<file path="src/fspc_pkg.sv">
package fspc_pkg;

	// Control/status register index counts words, so byte address is four times it
	localparam logic [9:0]  CSR_INDEX       = 10'h037;
	localparam logic [11:0] CSR_ADDR        = {CSR_INDEX, 2'b00};
	localparam logic [7:0]  CSR_RESET       = 8'h00;

	// Bit positions inside the control/status register
	localparam int          BIT_IRQ_EN      = 7;
	localparam int          BIT_BUSY        = 6;
	localparam int          BIT_RSVD        = 5;
	localparam int          BIT_REEN        = 4;
	localparam int          BIT_FUSE        = 3;
	localparam int          BIT_PAGE_WRITE_CMD       = 2;
	localparam int          BIT_PAGE_ERASE_CMD       = 1;
	localparam int          BIT_EN          = 0;

	// Command patterns in the low five bits: five legal ones, then the cleared value
	localparam logic [4:0]  CMD_REEN        = 5'h11;
	localparam logic [4:0]  CMD_FUSE        = 5'h09;
	localparam logic [4:0]  CMD_PAGE_WRITE_CMD       = 5'h05;
	localparam logic [4:0]  CMD_PAGE_ERASE_CMD       = 5'h03;
	localparam logic [4:0]  CMD_FILL        = 5'h01;
	localparam logic [4:0]  CMD_NONE        = 5'h00;

	// Command windows in cycles after the register write
	localparam logic [2:0]  WIN_SPM         = 3'h4;
	localparam logic [2:0]  WIN_LPM_MIN     = 3'h2;
	localparam logic [2:0]  WIN_LAST        = 3'h1;

	// Flash geometry: 128 pages of 64 words
	localparam int          PAGE_WORDS      = 64;
	localparam int          WORD_W          = 16;
	localparam logic [6:0]  HALTING_SECTION_START_PAGE = 7'h70;
	localparam logic [6:0]  BOOT_PAGE_SZ0   = 7'h70;
	localparam logic [6:0]  BOOT_PAGE_SZ1   = 7'h78;
	localparam logic [6:0]  BOOT_PAGE_SZ2   = 7'h7C;
	localparam logic [6:0]  BOOT_PAGE_SZ3   = 7'h7E;
	localparam logic [15:0] ERASED_WORD     = 16'hFFFF;

	// Lock byte bits that inhibit self-programming writes, per section
	localparam int          LOCK_APP_WR     = 2;
	localparam int          LOCK_BOOT_WR    = 4;

	// Programming time, least figure, rounded up to whole cycles
	localparam int          CLK_PERIOD_NS   = 25;
	localparam int          PROG_TIME_NS    = 3700000;
	localparam int          PROG_CYCLES_DEF = (PROG_TIME_NS + CLK_PERIOD_NS - 1) / CLK_PERIOD_NS;

	// Sequencer states
	typedef enum logic [1:0] {ST_IDLE, ST_STREAM, ST_PROG} fspc_state_e;

	// Instruction events from the CPU core
	typedef struct packed {
		logic        spm;        // Store-program instruction, one cycle
		logic        lpm;        // Load-program instruction, one cycle
		logic [15:0] z_addr;     // Byte address pointer
		logic [15:0] data_word_pair;
		logic [6:0]  pc_page;    // Page the executing code sits in
	} fspc_cpu_s;

	// Fuse and lock bytes, one means programmed
	typedef struct packed {
		logic [7:0] fuse_low;
		logic [7:0] fuse_high;
		logic [7:0] fuse_ext;
		logic [7:0] lock;
	} fspc_fuse_s;

	// Command stream to the flash array
	typedef struct packed {
		logic        erase;      // One-cycle start of page erase
		logic        wr_valid;   // One word of a page write
		logic [6:0]  page;
		logic [5:0]  word;
		logic [15:0] data;
	} fspc_flash_s;

endpackage

</file>
<file path="src/fspc_buf_mem.sv">
`timescale 1ns/1ps
module fspc_buf_mem
	import fspc_pkg::*;
#(
	parameter int WIDTH = 16,
	parameter int DEPTH = 64,
	parameter int AW    = 6
)(
	input  wire logic             pclk,
	input  wire logic             ce,
	input  wire logic             wr_en,
	input  wire logic [AW-1:0]    wr_addr,
	input  wire logic [WIDTH-1:0] wr_data,
	input  wire logic [AW-1:0]    rd_addr,
	output logic      [WIDTH-1:0] rd_data_q
);

	logic [WIDTH-1:0] mem [DEPTH];   // Temporary page buffer words

	// Write port; no reset, contents are qualified by valid bits outside
	always_ff @(posedge pclk)
	begin
		if (ce && wr_en)
		begin
			mem[wr_addr] <= wr_data;
		end
	end

	// Registered read port
	always_ff @(posedge pclk)
	begin
		if (ce)
		begin
			rd_data_q <= mem[rd_addr];
		end
	end

endmodule

</file>
<file path="src/fspc_top.sv">
// Summary of operation
// Ready irq needs enable, global flag, idle
// No ready irq during EEPROM write, programming
// Busy bit high while concurrent section blocked
// Software re-enables section before reading it
// Re-enable write clears temporary page buffer
// Fuse read load returns fuse/lock bytes
// Page write command stores buffer to page
// Page write bit clears at end/timeout
// Page erase command erases addressed page
// Page erase bit clears at end/timeout
// Enable alone stores word into buffer
// Enable clears after store, holds during op
// Only five command patterns take effect
// Bit five always reads zero
// Stores start programming only from boot
// Boot code may program any page
// Halting section programming halts the CPU
// Software avoids concurrent section while busy
// Boot section always inside halting section
// Boot fuses split sections, separate locks
// Programmed bits read zero, unprogrammed one
// Windows start after write, one pending
`timescale 1ns/1ps
module fspc_top
	import fspc_pkg::*;
#(
	parameter int PROG_CYCLES = PROG_CYCLES_DEF
)(
	input  wire logic        pclk,
	input  wire logic        presetn,
	input  wire logic        ce,
	input  wire logic        psel,
	input  wire logic        penable,
	input  wire logic        pwrite,
	input  wire logic [11:0] paddr,
	input  wire logic [31:0] pwdata,
	output logic             pready,
	output logic      [31:0] prdata,
	output logic             pslverr,
	input  wire fspc_cpu_s   cpu,
	input  wire fspc_fuse_s  fuses,
	input  wire logic [1:0]  boot_size_fuses,
	input  wire logic        global_irq_flag,
	input  wire logic        eeprom_busy,
	output logic             ready_irq,
	output logic             cpu_halt,
	output logic             lpm_valid,
	output logic      [7:0]  lpm_data,
	output fspc_flash_s      flash
);

	fspc_state_e  state_q;           // Sequencer state
	logic [4:0]   cmd_q;             // Command bits, low five of the register
	logic         irq_en_q;          // Ready interrupt enable
	logic         busy_q;            // Concurrent section blocked
	logic [2:0]   win_q;             // Cycles left in command window
	logic [63:0]  valid_q;           // Buffer word holds stored data
	logic [5:0]   word_q;            // Stream read pointer
	logic         strm_q;            // Read issued last cycle
	logic [5:0]   word_d1_q;         // Word index aligned to read data
	logic [6:0]   page_q;            // Target page of current operation
	logic         halt_tgt_q;        // Target lies in the halting section
	logic [17:0]  prog_cnt_q;        // Programming time left
	logic         pready_q;
	logic [31:0]  prdata_q;
	logic         pslverr_q;
	logic         irq_q;
	logic         halt_q;
	logic         lpm_valid_q;
	logic [7:0]   lpm_data_q;
	fspc_flash_s  flash_q;
	logic [15:0]  rd_data;

	logic         acc;               // APB access phase completing
	logic         hit;               // Address matches the register
	logic         wr_fire;           // Register write takes effect
	logic         legal;             // Written pattern is one of five
	logic         cmd_wr;            // Command accepted into the register
	logic         op_active;         // Erase or write in progress
	logic [6:0]   boot_start;        // First page of the boot section
	logic         in_boot;           // Executing from the boot section
	logic [6:0]   z_page;            // Page addressed by the pointer
	logic         tgt_boot;          // Addressed page is in boot section
	logic         locked;            // Addressed section write-inhibited
	logic         spm_ok;            // Store instruction accepted
	logic         lpm_fuse;          // Load instruction diverted to fuses
	logic         op_start;          // Erase or write begins
	logic         op_done;           // Programming time elapsed
	logic         expire;            // Window runs out this cycle

	localparam logic [17:0] PROG_LOAD = 18'(PROG_CYCLES - 1);

	assign acc     = psel && penable && pready_q;
	assign hit     = (paddr == CSR_ADDR);
	assign wr_fire = acc && pwrite && hit;
	assign op_active = (state_q != ST_IDLE);

	// Pattern filter on the low five bits
	always_comb
	begin
		case (pwdata[4:0])
			CMD_REEN, CMD_FUSE, CMD_PAGE_WRITE_CMD, CMD_PAGE_ERASE_CMD, CMD_FILL: legal = 1'b1;
			default: legal = 1'b0;
		endcase
	end

	// A new command replaces a pending one, but never during an operation
	assign cmd_wr = wr_fire && legal && !op_active;

	// Boot start from fuses, clamped so boot never leaves the halting section
	always_comb
	begin
		case (boot_size_fuses)
			2'b00:   boot_start = BOOT_PAGE_SZ0;
			2'b01:   boot_start = BOOT_PAGE_SZ1;
			2'b10:   boot_start = BOOT_PAGE_SZ2;
			default: boot_start = BOOT_PAGE_SZ3;
		endcase
		if (boot_start < HALTING_SECTION_START_PAGE)
		begin
			boot_start = HALTING_SECTION_START_PAGE;
		end
	end

	assign in_boot  = (cpu.pc_page >= boot_start);
	assign z_page   = cpu.z_addr[13:7];
	assign tgt_boot = (z_page >= boot_start);
	// Each section has its own write inhibit
	assign locked   = tgt_boot ? fuses.lock[LOCK_BOOT_WR] : fuses.lock[LOCK_APP_WR];

	// Window spans cycles one to four after the write; app stores do nothing
	assign spm_ok   = cpu.spm && cmd_q[BIT_EN] && (win_q != 3'h0) && in_boot
			&& !op_active && !cmd_wr;
	assign lpm_fuse = cpu.lpm && (cmd_q == CMD_FUSE) && (win_q >= WIN_LPM_MIN)
			&& !cmd_wr;
	// Any page, boot included, may be targeted from boot code
	assign op_start = spm_ok && !locked
			&& (cmd_q == CMD_PAGE_ERASE_CMD || cmd_q == CMD_PAGE_WRITE_CMD);
	assign op_done  = (state_q == ST_PROG) && (prog_cnt_q == 18'h00000);
	assign expire   = cmd_q[BIT_EN] && !op_active && (win_q == WIN_LAST)
			&& !spm_ok && !cmd_wr;

	// APB slave: one wait state, then pready for one cycle
	always_ff @(posedge pclk or negedge presetn)
	begin
		if (!presetn)
		begin
			pready_q  <= 1'b0;
			prdata_q  <= 32'h00000000;
			pslverr_q <= 1'b0;
		end
		else if (ce)
		begin
			pready_q  <= psel && penable && !pready_q;
			pslverr_q <= psel && penable && !pready_q && !hit;
			if (psel && penable && !pready_q && !pwrite && hit)
			begin
				// Reserved bit wired to zero
				prdata_q <= {24'h000000, irq_en_q, busy_q, 1'b0, cmd_q};
			end
			else
			begin
				prdata_q <= 32'h00000000;
			end
		end
	end

	// Interrupt enable follows every register write, legal pattern or not
	always_ff @(posedge pclk or negedge presetn)
	begin
		if (!presetn)
		begin
			irq_en_q <= CSR_RESET[BIT_IRQ_EN];
		end
		else if (ce && wr_fire)
		begin
			irq_en_q <= pwdata[BIT_IRQ_EN];
		end
	end

	// Command bits: set by write, auto-cleared on use, timeout or op end
	always_ff @(posedge pclk or negedge presetn)
	begin
		if (!presetn)
		begin
			cmd_q <= CSR_RESET[4:0];
		end
		else if (ce)
		begin
			if (op_done)
			begin
				cmd_q <= CMD_NONE;
			end
			else if (cmd_wr)
			begin
				cmd_q <= pwdata[4:0];
			end
			else if (op_start)
			begin
				cmd_q <= cmd_q;
			end
			else if (spm_ok || lpm_fuse || expire)
			begin
				cmd_q <= CMD_NONE;
			end
		end
	end

	// Window counter, loaded at the write so cycle one sees the full count
	always_ff @(posedge pclk or negedge presetn)
	begin
		if (!presetn)
		begin
			win_q <= 3'h0;
		end
		else if (ce)
		begin
			if (cmd_wr)
			begin
				win_q <= WIN_SPM;
			end
			else if (win_q != 3'h0)
			begin
				win_q <= win_q - 3'h1;
			end
		end
	end

	// Valid bits of buffer words; a set and a clear never meet in one cycle
	always_ff @(posedge pclk or negedge presetn)
	begin
		if (!presetn)
		begin
			valid_q <= 64'h0000000000000000;
		end
		else if (ce)
		begin
			if ((wr_fire && legal && !op_active && pwdata[4:0] == CMD_REEN) || op_done)
			begin
				// Buffer lost on re-enable write and spent after an operation
				valid_q <= 64'h0000000000000000;
			end
			else if (spm_ok && cmd_q == CMD_FILL)
			begin
				valid_q[cpu.z_addr[6:1]] <= 1'b1;
			end
		end
	end

	// Section busy: set by a concurrent-section op, cleared by re-enable store
	always_ff @(posedge pclk or negedge presetn)
	begin
		if (!presetn)
		begin
			busy_q <= 1'b0;
		end
		else if (ce)
		begin
			if (op_start && (z_page < HALTING_SECTION_START_PAGE))
			begin
				busy_q <= 1'b1;
			end
			else if (spm_ok && cmd_q == CMD_REEN)
			begin
				busy_q <= 1'b0;
			end
		end
	end

	// Sequencer for erase and write
	always_ff @(posedge pclk or negedge presetn)
	begin
		if (!presetn)
		begin
			state_q    <= ST_IDLE;
			word_q     <= 6'h00;
			page_q     <= 7'h00;
			halt_tgt_q <= 1'b0;
			prog_cnt_q <= 18'h00000;
		end
		else if (ce)
		begin
			case (state_q)
				ST_IDLE:
				begin
					if (op_start)
					begin
						page_q     <= z_page;
						halt_tgt_q <= (z_page >= HALTING_SECTION_START_PAGE);
						word_q     <= 6'h00;
						prog_cnt_q <= PROG_LOAD;
						// Write streams the buffer out first, erase goes straight on
						state_q    <= (cmd_q == CMD_PAGE_WRITE_CMD) ? ST_STREAM : ST_PROG;
					end
				end
				ST_STREAM:
				begin
					word_q <= word_q + 6'h01;
					if (word_q == 6'(PAGE_WORDS - 1))
					begin
						state_q <= ST_PROG;
					end
				end
				ST_PROG:
				begin
					if (prog_cnt_q == 18'h00000)
					begin
						state_q <= ST_IDLE;
					end
					else
					begin
						prog_cnt_q <= prog_cnt_q - 18'h00001;
					end
				end
				default:
				begin
					state_q <= ST_IDLE;
				end
			endcase
		end
	end

	// Flash command stream; data word pair ignored for erase and write
	always_ff @(posedge pclk or negedge presetn)
	begin
		if (!presetn)
		begin
			strm_q    <= 1'b0;
			word_d1_q <= 6'h00;
			flash_q   <= '0;
		end
		else if (ce)
		begin
			strm_q           <= (state_q == ST_STREAM);
			word_d1_q        <= word_q;
			flash_q.erase    <= op_start && (cmd_q == CMD_PAGE_ERASE_CMD);
			flash_q.wr_valid <= strm_q;
			flash_q.page     <= op_start ? z_page : page_q;
			flash_q.word     <= word_d1_q;
			// Unfilled words go out erased
			flash_q.data     <= valid_q[word_d1_q] ? rd_data : ERASED_WORD;
		end
	end

	// Halt the CPU only for halting-section operations
	always_ff @(posedge pclk or negedge presetn)
	begin
		if (!presetn)
		begin
			halt_q <= 1'b0;
		end
		else if (ce)
		begin
			if (op_start)
			begin
				halt_q <= (z_page >= HALTING_SECTION_START_PAGE);
			end
			else if (op_done)
			begin
				halt_q <= 1'b0;
			end
		end
	end

	// Fuse/lock read; stored inverted so programmed reads zero
	always_ff @(posedge pclk or negedge presetn)
	begin
		if (!presetn)
		begin
			lpm_valid_q <= 1'b0;
			lpm_data_q  <= 8'h00;
		end
		else if (ce)
		begin
			lpm_valid_q <= lpm_fuse;
			if (lpm_fuse)
			begin
				case (cpu.z_addr[1:0])
					2'b00:   lpm_data_q <= ~fuses.fuse_low;
					2'b01:   lpm_data_q <= ~fuses.lock;
					2'b10:   lpm_data_q <= ~fuses.fuse_ext;
					default: lpm_data_q <= ~fuses.fuse_high;
				endcase
			end
		end
	end

	// Ready interrupt while enable is clear and nothing writes
	always_ff @(posedge pclk or negedge presetn)
	begin
		if (!presetn)
		begin
			irq_q <= 1'b0;
		end
		else if (ce)
		begin
			irq_q <= irq_en_q && global_irq_flag && !cmd_q[BIT_EN]
					&& !eeprom_busy && !op_active;
		end
	end

	fspc_buf_mem #(
		.WIDTH (WORD_W),
		.DEPTH (PAGE_WORDS),
		.AW    (6)
	) u_buf (
		.pclk      (pclk),
		.ce        (ce),
		.wr_en     (spm_ok && cmd_q == CMD_FILL),
		.wr_addr   (cpu.z_addr[6:1]),
		.wr_data   (cpu.data_word_pair),
		.rd_addr   (word_q),
		.rd_data_q (rd_data)
	);

	assign pready    = pready_q;
	assign prdata    = prdata_q;
	assign pslverr   = pslverr_q;
	assign ready_irq = irq_q;
	assign cpu_halt  = halt_q;
	assign lpm_valid = lpm_valid_q;
	assign lpm_data  = lpm_data_q;
	assign flash     = flash_q;
endmodule

</file>
<file path="config.mk">
export PLATFORM = sky130hd
export DESIGN_NAME = fspc_top
export DESIGN_NICKNAME = d
export VERILOG_FILES = /design/src/fspc_pkg.sv /design/src/fspc_buf_mem.sv /design/src/fspc_top.sv
export SDC_FILE = /design/constraint.sdc
export NUM_CORES = 1
export LEC_CHECK = 0
export BUFFER_PORTS_ARGS = -buffer_cell sky130_fd_sc_hd__buf_4
export CELL_PAD_IN_SITES_DETAIL_PLACEMENT = 2
export CELL_PAD_IN_SITES_GLOBAL_PLACEMENT = 2
export CORE_MARGIN = 2
export CORE_UTILIZATION = 45
export DETAILED_ROUTE_END_ITERATION = 6
export PLACE_DENSITY = 0.75
export SYNTH_ARGS = -nofsm -noshare
export SYNTH_HDL_FRONTEND = slang
export SYNTH_SLANG_ARGS = --single-unit
</file>
<file path="constraint.sdc">
create_clock -name pclk -period 5.2 [get_ports pclk]
set_clock_uncertainty 0.05 [all_clocks]
set_input_delay 0.78 -clock pclk [delete_from_list [all_inputs] [get_ports pclk]]
set_output_delay 0.78 -clock pclk [all_outputs]
set_load 0.01 [all_outputs]
</file>
==> results of run 1 <==
[synth_stat cells, types with 4 or more instances]
cell | instances | share of area, %
dfrtp_1 | 165 | 8.7
mux2i_1 | 7 | 0.15
nor2b_1 | 9 | 0.12
xnor2_1 | 7 | 0.13
buf_1 | 11 | 0.087
nand2_1 | 95 | 0.75
nor3_1 | 8 | 0.084
clkbuf_1 | 60 | 0.47
a211oi_1 | 4 | 0.063
nor2_1 | 123 | 0.97
a21o_1 | 4 | 0.063
o21a_1 | 65 | 1.0
nor4_1 | 5 | 0.066
o21ai_0 | 39 | 0.41
buf_4 | 27 | 0.43
ha_1 | 12 | 0.32
mux4_2 | 361 | 17
and3_1 | 4 | 0.053
a31oi_1 | 7 | 0.092
and2_1 | 4 | 0.053
a32o_1 | 5 | 0.11
inv_1 | 24 | 0.19
xor2_1 | 6 | 0.11
a21oi_1 | 26 | 0.27
nand3b_1 | 4 | 0.063
a22o_1 | 4 | 0.074
nor3b_1 | 4 | 0.063
buf_2 | 38 | 0.40
mux2_2 | 14 | 0.33
nand2b_1 | 5 | 0.066
edfxtp_1 | 1040 | 66
buf_6 | 9 | 0.21
nand3_1 | 18 | 0.19
[metal layers]
layer / up-vias / wire, um
li1: 9767 / -
met1: 13609 / 56100
met2: 966 / 74500
met3: 237 / 8290
met4: 2 / 3930
met5: - / 8
[final timing paths]
kind | from | endpoint | slack (ns) | cells after the start
worst min-delay path | presetn | flash[25] | 0.01 | 1
min in group pclk | pwdata[7] | irq_en_q | 0.27 | 2
worst max register to register | state_q[0] | u_buf.mem[24][6] | 1.20 | 8
worst min register to register | page_q[4] | page_q[4] | 0.42 | 2
worst max-delay path | state_q[0] | u_buf.mem[24][6] | 1.20 | 8
max in group asynchronous | presetn | valid_q[42] | 4.04 | 2
[power breakdown]
group          switching [uW]  internal [uW]  leakage (uW)
logic                     300            104       0.00432
registers                19.0          10500        0.0115
clock network            3800           5060       0.00194
[worst max-delay path: cells and delay by family, from the launching register on]
kind | cells | cell delay (ns)
DFF | 1 | 0.62
and+or+nand+nor | 6 | 2.39
buffers and inverters | 2 | 0.59
[final cells by class]
class	instances	share of cell area, %
Inverter	24	0.165
Multi-Input combinational cell	920	21.1
Clock buffer	162	6.04
Clock inverter	64	1.26
Tap cell	1391	3.18
Sequential cell	1205	64.7
Antenna cell	1	0.00457
Timing Repair Buffer	243	3.55
[per-stage QoR]
stage	utilization [%]	setup slack (ns)	instances	area (um2)	hold slack (ns)
global route	52.0	1.04	4009	54700	0.0201
finish	52.0	1.20	4010	54700	0.00971
CTS	52.0	1.25	4009	54700	0.00950
detailed placement	48.2	0.964	3783	50700	0.414
floorplan	-	1.49	2294	47600	0.389
global placement	48.2	1.15	3783	50700	0.399
[layout by cell type, fill, tap and decap left out, drive strengths merged, types with 3 or more instances in the layout]
cell / count
edfxtp: 1040
mux4: 361
buf: 242
dfrtp: 165
clkbuf: 163
nor2: 124
nand2: 95
o21a: 65
o21ai: 43
clkinv: 40
inv: 27
a21oi: 26
conb: 25
nand3: 18
mux2: 14
ha: 12
bufinv: 12
nor2b: 10
clkinvlp: 9
nor3: 9
xnor2: 7
a31oi: 7
mux2i: 7
nor4: 7
xor2: 6
nand2b: 5
a32o: 5
and2: 5
nor3b: 5
a21o: 5
or4: 5
and3: 4
nand3b: 4
a22o: 4
a211oi: 4
or3: 4
o211ai: 4
o22ai: 3
nand4: 3
[flip-flops by register name (all words and copies together) (netlist names), 2 cells and up]
| register | count |
|---|---|
| u_buf.mem | 1024 |
| valid_q | 64 |
| flash | 31 |
| prog_cnt_q | 18 |
| u_buf.rd_data_q | 16 |
| lpm_data | 8 |
| page_q | 7 |
| prdata | 7 |
| word_d1_q | 6 |
| word_q | 6 |
| cmd_q | 5 |
| win_q | 3 |
| state_q | 2 |
[logic make-up after synthesis]
kind of cell    after synthesis  synth area share, %
compound gates              177                 2.60
flops                      1205                 74.4
fa+ha+maj                    13                0.337
buf+inv                     169                 1.79
xor+xnor                     13                0.239
mux                         382                 17.6
other cells                   1              0.00789
simple gates                310                 3.09
==> impl_metrics.env, run 1 <==
export IMPL_cp_end_kind="flop"
export IMPL_power_uw=19800
export IMPL_wirelength_mm=143
export IMPL_start_util_pct=45.2
export IMPL_area_delta_synth_final_pct=15.1
export IMPL_drv_cap=0
export IMPL_fin_setup_tns_ns=0
export IMPL_grt_pass1_wl_mm=204
export IMPL_design_core_area_um2=105000
export IMPL_status="finished, final reports clean"
export IMPL_grt_ovfl_total=0
export IMPL_drt_pass1_iterations=7
export IMPL_cts_htree_levels=3
export IMPL_slew_violations=0
export IMPL_clock_sinks=1205
export IMPL_nets=2654
export IMPL_hpwl_mm=85.1
export IMPL_cts_buffers=121
export IMPL_grtUsageTotal_pct=26.8
export IMPL_synth_cell_types=73
export IMPL_vias_per_cell=6.13
export IMPL_drc=0
export IMPL_syn_inst=2270
export IMPL_finalSetupViolCount=0
export IMPL_cts_tree="yes"
export IMPL_dominantRegCellSynth="edfxtp_1"
export IMPL_cpMaxStageDelayCell="nand3b_1"
export IMPL_io_pins=203
export IMPL_crit_arrival_ns=4.31
export IMPL_busiest_layer="met2"
export IMPL_chipWidth_um=329
export IMPL_fin_crit_ns=4.00
export IMPL_ff_latch_area_um2=35400
export IMPL_hold_path_class="input port to asynchronous set/reset pin"
export IMPL_path_class="flop to flop"
export IMPL_wl_per_cell_um=35.6
export IMPL_max_stage_delay_ns=0.79
export IMPL_grt_use_met2_pct=46.8
export IMPL_yosys_warnings=0
export IMPL_dieHeight_um=329
export IMPL_hold_viol_final=0
export IMPL_slew_headroom_pct=23.3
export IMPL_synth_cell_area_um2=47600
export IMPL_period_share_pct=76.9
export IMPL_antenna_found_initial=8
export IMPL_grt_max_degree=108
export IMPL_cts_resized=0
export IMPL_synth_edf_count=1040
export IMPL_grt_met1_usage_pct=35.1
export IMPL_synth_async_sr_flop_share_pct=13.7
export IMPL_drive_gt1_share_pct=33.4
export IMPL_cts_root_buf="clkbuf_16"
export IMPL_met3_usage_pct=4.07
export IMPL_grt_pass1_vias=27185
export IMPL_port_buffers=149
export IMPL_p_leak_uw=0.0178
export IMPL_gp_congestion=0.805
export IMPL_worstPathRequired_ns=5.51
export IMPL_ant_nets=0
export IMPL_drtIter0Drc=2534
export IMPL_holdBufCountCts=0
export IMPL_yosysSeqAreaShare_pct=74.4
export IMPL_dieArea_um2=108000
export IMPL_ir_drop_mv=0.351
export IMPL_crit_chain="nor2_1 -> and3_1 -> and3_1 -> buf_4 -> and4bb_1 -> nand3b_1 -> nor2_2 -> buf_4"
export IMPL_synth_seq_cells=1205
export IMPL_tightestPinTransition_ns=1.15
export IMPL_vias=24581
export IMPL_multiInputGateArea_um2=11600
export IMPL_startpoint_type="flop"
export IMPL_clockBufferDepth=3
export IMPL_worst_path_max_fanout=17
export IMPL_worst_skew_pair_late_latency_ns=0.72
export IMPL_n_fill_cell=9002
export IMPL_fmax_mhz=250
export IMPL_cts_clk_slew_worst_paths_ns=0.06
export IMPL_p_per_area_nw_per_um2=362
export IMPL_avgSynthCellArea_um2=20.9
export IMPL_rows=119
export IMPL_rsz0062_at_grt="false"
export IMPL_cts_setup_buffers=0
Power figures use the tool's default switching activity.
==> run 2, diff against run 1 <==
- clock period: 5.2 -> 4.1 ns (I/O delays scaled with it)
==> run 2 against run 1 <==
  * Clock-buffer cell count is 7 higher
  * Sequential cell count unchanged
  * Combinational power grew 25%
  * Cell area rose by 0.70%
  * Register-to-register slack got worse by 0.51 ns
  * Setup slack lost 0.51 ns
  * Critical endpoint is now flash[12]
  * Largest cell class unchanged
  * Highest routed layer unchanged
==> impl_metrics.env, run 2 (synthesis gave the netlist of run 1 again) <==
export IMPL_status="finished, final reports clean"
export IMPL_port_buffers=149
export IMPL_tightestPinTransition_ns=1.18
export IMPL_drt_pass1_iterations=5
export IMPL_clock_sinks=1205
export IMPL_design_core_area_um2=105000
export IMPL_holdWs_ns=0.0884
export IMPL_antenna_found_initial=14
export IMPL_area_delta_synth_final_pct=15.9
export IMPL_p_leak_uw=0.0180
export IMPL_io_pins=203
export IMPL_chipWidth_um=329
export IMPL_period_share_pct=83.3
export IMPL_worstPathRequired_ns=4.68
export IMPL_rsz0062_at_grt="false"
export IMPL_worst_path_max_fanout=16
export IMPL_dieArea_um2=108000
export IMPL_final_util_pct=52.4
export IMPL_cts_htree_levels=3
export IMPL_n_fill_cell=8962
export IMPL_mostFrequentLayoutCells="1040 x edfxtp_1, 361 x mux4_2, 242 x buf_4"
export IMPL_final_common_cell="edfxtp_1"
export IMPL_cts_root_buf="clkbuf_16"
export IMPL_dp_slack_ns=0.406
export IMPL_grt_ovfl_total=0
export IMPL_cts_tree="yes"
export IMPL_start_util_pct=45.2
export IMPL_hold_viol_final=0
export IMPL_slew_headroom_pct=21.6
export IMPL_cts_setup_buffers=0
export IMPL_grt_pass1_wl_mm=210
export IMPL_grt_pass1_vias=27454
export IMPL_drc=0
export IMPL_cp_end_kind="flop"
export IMPL_crit_arrival_ns=3.99
export IMPL_rows=119
export IMPL_slew_violations=0
export IMPL_regMostFlops="u_buf.mem"
export IMPL_fin_setup_tns_ns=0
export IMPL_ir_drop_mv=0.392
export IMPL_cts_buffers=121
export IMPL_ant_nets=0
export IMPL_nets=2674
export IMPL_grt_max_degree=108
export IMPL_worst_skew_pair_late_latency_ns=0.75
export IMPL_hold_path_class="input port to flop"
export IMPL_cts_clk_slew_worst_paths_ns=0.07
export IMPL_clockBufferDepth=3
export IMPL_wirelength_mm=149
export IMPL_power_uw=25500
export IMPL_largest_register_ffs=1024
export IMPL_fin_crit_ns=3.41
export IMPL_p_per_area_nw_per_um2=462
export IMPL_startpoint_type="flop"
export IMPL_gp_congestion=0.796
export IMPL_drv_cap=0
export IMPL_finalSetupViolCount=0
export IMPL_vias=24807
export IMPL_drtIter0Drc=2492
export IMPL_drive_gt1_share_pct=33.9
export IMPL_hpwl_mm=85.3
export IMPL_worst_slack_ns=0.687
export IMPL_grtUsageTotal_pct=27.9
export IMPL_path_class="flop to flop"
export IMPL_wl_per_cell_um=36.9
export IMPL_vias_per_cell=6.14
export IMPL_dieHeight_um=329
export IMPL_fmax_mhz=293
==> run 2: cell count changes in the layout (fill, tap and decap cells not counted), sizes merged <==
cell         change
buf             +19
clkbuf           +7
diode            +4
clkinvlp         -3
bufinv           +1
clkinv           -1
dlygate4sd3      +1
inv              -1
==> run 2: cell type report <==
class / instances / area, um2 / area share [%]
Sequential cell: 1205 / 35400 / 64.2
Antenna cell: 5 / 12.5 / 0.0227
Clock buffer: 169 / 3330 / 6.04
Timing Repair Buffer: 263 / 2220 / 4.03
Tap cell: 1391 / 1740 / 3.16
Inverter: 24 / 90.1 / 0.164
Multi-Input combinational cell: 920 / 11600 / 21.0
Clock inverter: 60 / 758 / 1.38
==> run 2: routing by layer <==
metal  share of wire (%)  up-vias  GRT usage, %
li1                    -     9797             -
met1                  37    13636          34.9
met2                  52     1100          49.1
met3                 7.1      264          5.27
met4                 3.3       10          9.21
met5               0.045        -             0
==> run 2: final timing paths <==
path | from | endpoint | slack [ns] | cells after the start
setup / recovery | word_d1_q[1] | flash[12] | 0.69 | 9
hold / removal | cpu[30] | page_q[0] | 0.09 | 3
setup reg to reg | word_d1_q[1] | flash[12] | 0.69 | 9
hold reg to reg | page_q[4] | page_q[4] | 0.43 | 2
max in group asynchronous | presetn | valid_q[59] | 2.44 | 3
min in group asynchronous | presetn | prog_cnt_q[13] | 0.54 | 2
==> run 2: power by group <==
part | switching [uW] | internal [uW] | leakage [uW]
clock | 5050 | 6530 | 0.00198
combinational | 375 | 132 | 0.00444
sequential | 24.4 | 13300 | 0.0115
total | 5450 | 20000 | 0.0180
==> run 2: repair_timing <==
| item | CTS | global route |
|---|---|---|
| hold buffers | 1 | 0 |
| gates resized for setup | 0 | 0 |
| hold endpoints to repair | 1 | 0 |
| endpoints found under the setup margin | 0 | 0 |
==> run 2: worst max-delay path, cell delays in order (launching register included) <==
cell,delay (ns)
dfrtp_1,0.97
buf_4,0.41
mux4_2,0.57
mux2i_1,0.15
nand3_1,0.14
nand4_1,0.20
o31a_1,0.19
buf_4,0.29
nor2_1,0.11
a21oi_1,0.23
==> run 2: metrics by stage <==
step | instances | cell area [um2]
6_report | 4037 | 55100
5_1_grt | 4032 | 55100
4_1_cts | 4032 | 55100
3_5_place_dp | 3802 | 51000
3_3_place_gp | 3802 | 51000
2_1_floorplan | 2294 | 47600
